## src/rtl/pots_pkg.sv

```systemverilog
`default_nettype none
package pots_pkg;
    localparam int GROUPS = 4;
    localparam int GROUP_W = 4;
    localparam int PINS = GROUPS * GROUP_W;
    localparam int SEL_W = 2;
    localparam int CHANNELS = 4;

    localparam logic [7:0] OFS_GAP_MODE = 8'h00;
    localparam logic [7:0] OFS_CHAN_SEL = 8'h04;
    localparam logic [7:0] OFS_NEXT_BITS = 8'h08;
    localparam logic [7:0] OFS_NEXT_EN = 8'h0C;
    localparam logic [7:0] OFS_PIN_STATE = 8'h10;

    localparam logic [3:0] GAP_MODE_RST = 4'h0;
    localparam logic [3:0] GAP_MODE_RSVD = 4'hF;
    localparam logic [7:0] CHAN_SEL_RST = 8'hFF;
    localparam logic [15:0] NEXT_BITS_RST = 16'h0000;
    localparam logic [15:0] NEXT_EN_RST = 16'h0000;
    localparam logic [15:0] PIN_RST = 16'h0000;
endpackage
`default_nettype wire

```

## src/rtl/pots_top.sv

```systemverilog
// The placing of the registers and the APB slave port were decided locally.
`default_nettype none
module pots_top #(
    parameter int ADDR_W = 8
) (
    input wire logic clk,
    input wire logic rst_b,
    input wire logic psel,
    input wire logic penable,
    input wire logic pwrite,
    input wire logic [ADDR_W-1:0] paddr,
    input wire logic [31:0] pwdata,
    input wire logic [3:0] pstrb,
    output logic [31:0] prdata,
    output logic pready,
    output logic pslverr,
    input wire logic [3:0] cmp_a,
    input wire logic [3:0] cmp_b,
    output logic [15:0] pattern_pin,
    output logic [15:0] pattern_pin_en
);
    logic [1:0] grp0_chan_sel_reg;
    logic [1:0] grp1_chan_sel_reg;
    logic [1:0] grp2_chan_sel_reg;
    logic [1:0] grp3_chan_sel_reg;
    logic grp0_gap_mode_reg;
    logic grp1_gap_mode_reg;
    logic grp2_gap_mode_reg;
    logic grp3_gap_mode_reg;
    logic [3:0] grp0_next_bits_reg;
    logic [3:0] grp1_next_bits_reg;
    logic [3:0] grp2_next_bits_reg;
    logic [3:0] grp3_next_bits_reg;
    logic [3:0] grp0_next_en_reg;
    logic [3:0] grp1_next_en_reg;
    logic [3:0] grp2_next_en_reg;
    logic [3:0] grp3_next_en_reg;
    logic [3:0] grp0_pin_reg;
    logic [3:0] grp1_pin_reg;
    logic [3:0] grp2_pin_reg;
    logic [3:0] grp3_pin_reg;
    logic [3:0] gap_mode;
    logic [7:0] group_trigger_channel_select;
    logic [15:0] next_bits;
    logic [15:0] next_en;
    logic [15:0] pin_state;
    logic [31:0] rdata_reg;
    logic [31:0] rdata_next;
    logic [3:0] trig_a;
    logic [3:0] trig_b;
    logic addr_hit;
    logic wr_en;
    logic wr_gap_mode;
    logic wr_chan_sel;
    logic [1:0] wr_next_bits;
    logic [1:0] wr_next_en;
    logic [7:0] addr_lo;

    // One strobe out of the four timer channels
    function automatic logic pick_channel(input logic [3:0] strobes, input logic [1:0] sel);
        return strobes[sel];
    endfunction

    function automatic logic known_addr(input logic [7:0] a);
        return a == pots_pkg::OFS_GAP_MODE || a == pots_pkg::OFS_CHAN_SEL ||
               a == pots_pkg::OFS_NEXT_BITS || a == pots_pkg::OFS_NEXT_EN ||
               a == pots_pkg::OFS_PIN_STATE;
    endfunction

    assign addr_lo = 8'(paddr);
    assign addr_hit = known_addr(addr_lo) && (paddr == ADDR_W'(addr_lo));
    assign pready = psel & penable;
    assign pslverr = psel & penable & ~addr_hit;
    assign wr_en = psel & penable & pwrite & addr_hit;
    assign wr_gap_mode = wr_en && addr_lo == pots_pkg::OFS_GAP_MODE && pstrb[0];
    assign wr_chan_sel = wr_en && addr_lo == pots_pkg::OFS_CHAN_SEL && pstrb[0];
    // Lane 0 carries groups 0 and 1, lane 1 groups 2 and 3
    assign wr_next_bits = (wr_en && addr_lo == pots_pkg::OFS_NEXT_BITS) ? pstrb[1:0] : 2'h0;
    assign wr_next_en = (wr_en && addr_lo == pots_pkg::OFS_NEXT_EN) ? pstrb[1:0] : 2'h0;
    assign gap_mode = {grp3_gap_mode_reg, grp2_gap_mode_reg, grp1_gap_mode_reg, grp0_gap_mode_reg};
    assign group_trigger_channel_select = {grp3_chan_sel_reg, grp2_chan_sel_reg, grp1_chan_sel_reg,
                                           grp0_chan_sel_reg};
    assign next_bits = {grp3_next_bits_reg, grp2_next_bits_reg, grp1_next_bits_reg, grp0_next_bits_reg};
    assign next_en = {grp3_next_en_reg, grp2_next_en_reg, grp1_next_en_reg, grp0_next_en_reg};
    assign pin_state = {grp3_pin_reg, grp2_pin_reg, grp1_pin_reg, grp0_pin_reg};
    assign prdata = rdata_reg;
    assign pattern_pin = pin_state;
    assign pattern_pin_en = next_en;

    // Channel routing per group
    always_comb begin
        trig_a[0] = pick_channel(cmp_a, grp0_chan_sel_reg);
        trig_b[0] = pick_channel(cmp_b, grp0_chan_sel_reg);
        trig_a[1] = pick_channel(cmp_a, grp1_chan_sel_reg);
        trig_b[1] = pick_channel(cmp_b, grp1_chan_sel_reg);
        trig_a[2] = pick_channel(cmp_a, grp2_chan_sel_reg);
        trig_b[2] = pick_channel(cmp_b, grp2_chan_sel_reg);
        trig_a[3] = pick_channel(cmp_a, grp3_chan_sel_reg);
        trig_b[3] = pick_channel(cmp_b, grp3_chan_sel_reg);
    end

    // Gap mode: falling bits move at match A and rising bits at match B, so
    // complementary pins never overlap high while B lags A.
    function automatic logic [pots_pkg::GROUP_W-1:0] group_pins(
        input logic [pots_pkg::GROUP_W-1:0] cur,
        input logic [pots_pkg::GROUP_W-1:0] nxt,
        input logic [pots_pkg::GROUP_W-1:0] en,
        input logic gap,
        input logic hit_a,
        input logic hit_b
    );
        logic [pots_pkg::GROUP_W-1:0] res;
        res = cur;
        for (int i = 0; i < pots_pkg::GROUP_W; i++) begin
            if (en[i]) begin
                if (!gap) begin
                    if (hit_a) begin
                        res[i] = nxt[i];
                    end
                end else if (hit_a && !nxt[i]) begin
                    res[i] = 1'h0;
                end else if (hit_b && nxt[i]) begin
                    res[i] = 1'h1;
                end
            end
        end
        return res;
    endfunction

    // Group 0, pattern pins 3 to 0
    always_ff @(posedge clk or negedge rst_b) begin
        if (!rst_b) begin
            grp0_gap_mode_reg <= pots_pkg::GAP_MODE_RST[0];
        end else if (wr_gap_mode) begin
            grp0_gap_mode_reg <= pwdata[0];
        end
    end

    always_ff @(posedge clk or negedge rst_b) begin
        if (!rst_b) begin
            grp0_chan_sel_reg <= pots_pkg::CHAN_SEL_RST[1:0];
        end else if (wr_chan_sel) begin
            grp0_chan_sel_reg <= pwdata[1:0];
        end
    end

    always_ff @(posedge clk or negedge rst_b) begin
        if (!rst_b) begin
            grp0_next_bits_reg <= pots_pkg::NEXT_BITS_RST[3:0];
        end else if (wr_next_bits[0]) begin
            grp0_next_bits_reg <= pwdata[3:0];
        end
    end

    always_ff @(posedge clk or negedge rst_b) begin
        if (!rst_b) begin
            grp0_next_en_reg <= pots_pkg::NEXT_EN_RST[3:0];
        end else if (wr_next_en[0]) begin
            grp0_next_en_reg <= pwdata[3:0];
        end
    end

    // A trigger in the cycle of a register write still sees the old settings
    always_ff @(posedge clk or negedge rst_b) begin
        if (!rst_b) begin
            grp0_pin_reg <= pots_pkg::PIN_RST[3:0];
        end else begin
            grp0_pin_reg <= group_pins(grp0_pin_reg, grp0_next_bits_reg, grp0_next_en_reg, grp0_gap_mode_reg,
                                       trig_a[0], trig_b[0]);
        end
    end

    // Group 1, pattern pins 7 to 4
    always_ff @(posedge clk or negedge rst_b) begin
        if (!rst_b) begin
            grp1_gap_mode_reg <= pots_pkg::GAP_MODE_RST[1];
        end else if (wr_gap_mode) begin
            grp1_gap_mode_reg <= pwdata[1];
        end
    end

    always_ff @(posedge clk or negedge rst_b) begin
        if (!rst_b) begin
            grp1_chan_sel_reg <= pots_pkg::CHAN_SEL_RST[3:2];
        end else if (wr_chan_sel) begin
            grp1_chan_sel_reg <= pwdata[3:2];
        end
    end

    always_ff @(posedge clk or negedge rst_b) begin
        if (!rst_b) begin
            grp1_next_bits_reg <= pots_pkg::NEXT_BITS_RST[7:4];
        end else if (wr_next_bits[0]) begin
            grp1_next_bits_reg <= pwdata[7:4];
        end
    end

    always_ff @(posedge clk or negedge rst_b) begin
        if (!rst_b) begin
            grp1_next_en_reg <= pots_pkg::NEXT_EN_RST[7:4];
        end else if (wr_next_en[0]) begin
            grp1_next_en_reg <= pwdata[7:4];
        end
    end

    always_ff @(posedge clk or negedge rst_b) begin
        if (!rst_b) begin
            grp1_pin_reg <= pots_pkg::PIN_RST[7:4];
        end else begin
            grp1_pin_reg <= group_pins(grp1_pin_reg, grp1_next_bits_reg, grp1_next_en_reg, grp1_gap_mode_reg,
                                       trig_a[1], trig_b[1]);
        end
    end

    // Group 2, pattern pins 11 to 8
    always_ff @(posedge clk or negedge rst_b) begin
        if (!rst_b) begin
            grp2_gap_mode_reg <= pots_pkg::GAP_MODE_RST[2];
        end else if (wr_gap_mode) begin
            grp2_gap_mode_reg <= pwdata[2];
        end
    end

    always_ff @(posedge clk or negedge rst_b) begin
        if (!rst_b) begin
            grp2_chan_sel_reg <= pots_pkg::CHAN_SEL_RST[5:4];
        end else if (wr_chan_sel) begin
            grp2_chan_sel_reg <= pwdata[5:4];
        end
    end

    always_ff @(posedge clk or negedge rst_b) begin
        if (!rst_b) begin
            grp2_next_bits_reg <= pots_pkg::NEXT_BITS_RST[11:8];
        end else if (wr_next_bits[1]) begin
            grp2_next_bits_reg <= pwdata[11:8];
        end
    end

    always_ff @(posedge clk or negedge rst_b) begin
        if (!rst_b) begin
            grp2_next_en_reg <= pots_pkg::NEXT_EN_RST[11:8];
        end else if (wr_next_en[1]) begin
            grp2_next_en_reg <= pwdata[11:8];
        end
    end

    always_ff @(posedge clk or negedge rst_b) begin
        if (!rst_b) begin
            grp2_pin_reg <= pots_pkg::PIN_RST[11:8];
        end else begin
            grp2_pin_reg <= group_pins(grp2_pin_reg, grp2_next_bits_reg, grp2_next_en_reg, grp2_gap_mode_reg,
                                       trig_a[2], trig_b[2]);
        end
    end

    // Group 3, pattern pins 15 to 12
    always_ff @(posedge clk or negedge rst_b) begin
        if (!rst_b) begin
            grp3_gap_mode_reg <= pots_pkg::GAP_MODE_RST[3];
        end else if (wr_gap_mode) begin
            grp3_gap_mode_reg <= pwdata[3];
        end
    end

    always_ff @(posedge clk or negedge rst_b) begin
        if (!rst_b) begin
            grp3_chan_sel_reg <= pots_pkg::CHAN_SEL_RST[7:6];
        end else if (wr_chan_sel) begin
            grp3_chan_sel_reg <= pwdata[7:6];
        end
    end

    always_ff @(posedge clk or negedge rst_b) begin
        if (!rst_b) begin
            grp3_next_bits_reg <= pots_pkg::NEXT_BITS_RST[15:12];
        end else if (wr_next_bits[1]) begin
            grp3_next_bits_reg <= pwdata[15:12];
        end
    end

    always_ff @(posedge clk or negedge rst_b) begin
        if (!rst_b) begin
            grp3_next_en_reg <= pots_pkg::NEXT_EN_RST[15:12];
        end else if (wr_next_en[1]) begin
            grp3_next_en_reg <= pwdata[15:12];
        end
    end

    always_ff @(posedge clk or negedge rst_b) begin
        if (!rst_b) begin
            grp3_pin_reg <= pots_pkg::PIN_RST[15:12];
        end else begin
            grp3_pin_reg <= group_pins(grp3_pin_reg, grp3_next_bits_reg, grp3_next_en_reg, grp3_gap_mode_reg,
                                       trig_a[3], trig_b[3]);
        end
    end

    // Read data is captured in the setup cycle so prdata comes from a flop
    always_comb begin
        rdata_next = 32'h0000_0000;
        case (addr_lo)
            pots_pkg::OFS_GAP_MODE: rdata_next = {24'h00_0000, pots_pkg::GAP_MODE_RSVD, gap_mode};
            pots_pkg::OFS_CHAN_SEL: rdata_next = {24'h00_0000, group_trigger_channel_select};
            pots_pkg::OFS_NEXT_BITS: rdata_next = {16'h0000, next_bits};
            pots_pkg::OFS_NEXT_EN: rdata_next = {16'h0000, next_en};
            pots_pkg::OFS_PIN_STATE: rdata_next = {16'h0000, pin_state};
            default: rdata_next = 32'h0000_0000;
        endcase
    end

    always_ff @(posedge clk or negedge rst_b) begin
        if (!rst_b) begin
            rdata_reg <= 32'h0000_0000;
        end else if (psel && !penable) begin
            rdata_reg <= addr_hit ? rdata_next : 32'h0000_0000;
        end
    end
endmodule
`default_nettype wire

```

## config.mk

```make
export PLATFORM = sky130hd
export DESIGN_NAME = pots_top
export DESIGN_NICKNAME = d
export VERILOG_FILES = /design/src/rtl/pots_pkg.sv /design/src/rtl/pots_top.sv
export SDC_FILE = /design/constraint.sdc
export NUM_CORES = 1
export LEC_CHECK = 0
export BUFFER_PORTS_ARGS = -buffer_cell sky130_fd_sc_hd__buf_2
export CAP_MARGIN = 5
export CORE_MARGIN = 8
export CORE_UTILIZATION = 55
export DETAILED_ROUTE_END_ITERATION = 7
export MAX_ROUTING_LAYER = met4
export PLACE_DENSITY = 0.88
export SETUP_SLACK_MARGIN = 0.1
export SLEW_MARGIN = 5
export SYNTH_ARGS = -nofsm -noshare
export SYNTH_HDL_FRONTEND = slang
export SYNTH_SLANG_ARGS = --single-unit
```

## constraint.sdc

```tcl
create_clock -name clk -period 3.8 [get_ports clk]
set_input_delay 0.76 -clock clk [delete_from_list [all_inputs] [get_ports clk]]
set_output_delay 0.76 -clock clk [all_outputs]
set_load 0.02 [all_outputs]
```

==> flow_summary_export.csv <==
group,metric,value,unit
critical_path,arrival,1930,ps
critical_path,crit_path_frequent_cell,"buf_2",
flow_run,maxCapViolCount,0,
global_routing,grt_pass1_vias,3077,
timing,period_needed,2694,ps
critical_path,worstPathRequired,3040,ps
yosys,ys.flop_type,"dfrtp_1",
yosys,synth_cell_types,34,
global_routing,grt.total_usage,21.22,%
global_routing,grt_antenna_before_repair,0,
floorplan,dieHeight,100.2,um
worst_hold_path,whs_path_depth,2,
timing,final_hold_viol_count,0,
finish,stdcell_area,4593,um^2
critical_path,critical_path_buf_inv_count,2,
power,power.leakage,0.002206,uW
global_routing,grt_overflow_total,0,
placement,dpl_cell_area,4365,um^2
clock_network,clk-insertion-delay-late,350,ps
routing,routed_via_density,5.874,
worst_hold_path,min_to,"prdata[7]",
timing,timing.slew.headroom,36.58,%
critical_path,r2r_slack,1980,ps
timing,drv_slew,0,
placement,place_congestion,0.8873,
placement,dp.cells,500,
floorplan,rows,30,
critical_path,critical-path-top-delay-family,"simple AND/OR/NAND/NOR gates",
clock_network,postCtsSetupRepairBufs,0,
timing,worstMarginPinSlew,951.3,ps
critical_path,critical_path_class,"in2out",
routing,drt_iter0_markers,222,
timing,rsz0062_at_grt,"no",
critical_path,crit_path_start_kind,"primary input",
timing,max_freq,0.3711,GHz
finish,areaGrowthSynthToFinish,17.89,%
placement,io_buffers,88,
finish,drive_gt1_share,43.57,%
yosys,yosysWarnings,0,
finish,fin_cells,516,
floorplan,die_w,100.2,um
placement,post-place-ws,908.7,ps
power,powerDensity,359.4,nW/um^2
global_routing,grt_pass1_wl,16.06,mm
clock_network,ctsHoldBuffers,0,
yosys,synthCells,325,
yosys,yosysSeqAreaShare,49.07,%
yosys,synth_area_per_cell,11.99,um^2
critical_path,r2r_end,"grp2_pin_reg[3]",
yosys,synth_commonest_cells,"dfrtp_1, mux2_2, a21oi_1, nand2_1, nor2_1",
run_status,status,"finished, final reports clean",
worst_hold_path,hold_start,"prdata[7]",
routing,routed-via-count,3031,
finish,largest_reg_flops,16,
yosys,ys_top_cells_by_area,"dfrtp_1, mux2_2, mux4_2",
yosys,yosys_register_bits,76,
critical_path,cp-end-kind,"output port",
routing,antenna_left,0,
worst_hold_path,hold_class,"reg2reg",
critical_path,worstPathMaxFanout,5,
clock_network,h-tree-depth,3,
finish,fin_nets,472,
timing,setup_ws,1106,ps
routing,wl_per_cell,19.71,um
critical_path,r2r_cells,4,
floorplan,ioPinCount,123,
finish,diodes,0,
power,ir_worst_vdd,0.0002209,V
clock_network,cts_tree,"yes",
global_routing,grt_max_degree,77,
routing,drc,0,
timing,fin_skew,8.810,ps
critical_path,cpPeakStageDelay,690,ps
routing,routed_wl,10.17,mm
timing,setup_viol,0,
clock_network,path_clk_slew,80,ps
timing,period_share,70.90,%
placement,dp_hpwl,7.389,mm
timing,tns,0,ps
yosys,syn-cell-area,3896,um^2
clock_network,cts_sinks,76,
critical_path,crit_chain,"buf_2, or4_1, nor2_1, a21boi_0, buf_2",
clock_network,clockBufferDepth,2,
yosys,yosysTopAreaCell,"dfrtp_1",
yosys,postSynth.asyncResetShare,100.0,%
floorplan,core_area,6832,um^2
yosys,synthMostInstantiatedCell,"dfrtp_1",
clock_network,ctsResizeCount,0,
critical_path,crit_path_top_delay_cell,"or4_1",
yosys,synth.top_cell.area_share,43.67,%
floorplan,dieArea,10030,um^2
yosys,synth_edf_count,0,
floorplan,start_util,57.03,%
critical_path,r2r-start,"grp2_chan_sel_reg[0]",
routing,firstDrtPassIters,5,
clock_network,clockRootBuffer,"clkbuf_8",
clock_network,cts_buffers,9,
## cells by family after synthesis
| group | count (synthesis) | share of synthesized area, % |
|---|---|---|
| AO/OA/AOI/OAI | 76 | 11.82 |
| multiplexers | 76 | 25.37 |
| flip-flops | 76 | 49.07 |
| AND/OR/NAND/NOR | 66 | 9.184 |
| buffers and inverters | 30 | 4.464 |
| other | 1 | 0.09625 |
## metrics by stage
stage | utilization (%) | power, uW | hold slack [ps]
floorplan | - | 911.9 | 464.4
global placement | 63.90 | 957.9 | 471.8
detailed placement | 63.90 | 961.6 | 485.5
CTS | 67.23 | 1659 | 502.8
global route | 67.23 | 1707 | 523.0
finish | 67.23 | 1651 | 502.8
## worst max-delay path by stage
stage,from,end,depth (start not counted),slack [ps]
3_5_place_dp,paddr[6],prdata[12],5,910
4_1_cts,paddr[6],pslverr,5,1100
6_report,paddr[6],pslverr,5,1110
5_1_grt,paddr[6],pslverr,5,1070
2_1_floorplan,paddr[4],pslverr,4,980
3_3_place_gp,paddr[6],prdata[12],5,1040
## routing by layer
metal  part of all wire (%)  GRT usage, %  wire length (um)  vias up
met5                      0             -                 0        -
met4                    2.2         8.256               225        0
met3                    8.1         5.190               826       20
met2                     50         33.54              5049      148
met1                     40         25.67              4070     1506
li1                       -             -                 -     1357
## worst register-to-register path: stages, from the launching register on
cell	delay [ps]
dfstp_2	610
mux4_2	540
mux2_2	330
a21oi_1	180
nor2_1	60
## power by group
group,leakage [uW],total [uW],switching [uW],internal (uW)
combinational,0.00106,129,86.2,42.7
clock,0.000114,704,296,408
sequential,0.00103,818,4.80,813
total,0.00221,1650,387,1260
## area by class of cell
type / instances / area, um^2
clock inverters: 3 / 68.82
inverters: 5 / 18.77
multi-input cells: 234 / 1867
clock buffers: 13 / 158.9
fillers: 503 / 2238
repair buffers: 89 / 447.9
well taps: 96 / 120.1
flip-flops and latches: 76 / 1912
## layout by cell type (no fill, tap or decap), drive strengths merged, types with 4 or more instances in the layout
cell type and count:
buf 89, a22oi 14, o2bb2ai 4, mux2i 14, a32oi 6, mux4 12
dfrtp 68, o21ai 15, inv 4, clkbuf 13, nor2b 7, mux2 50
nand2 23, nor2 20, a21oi 32, dfstp 8, conb 16, o22ai 4
nand3 6
Power figures use the tool's default switching activity.
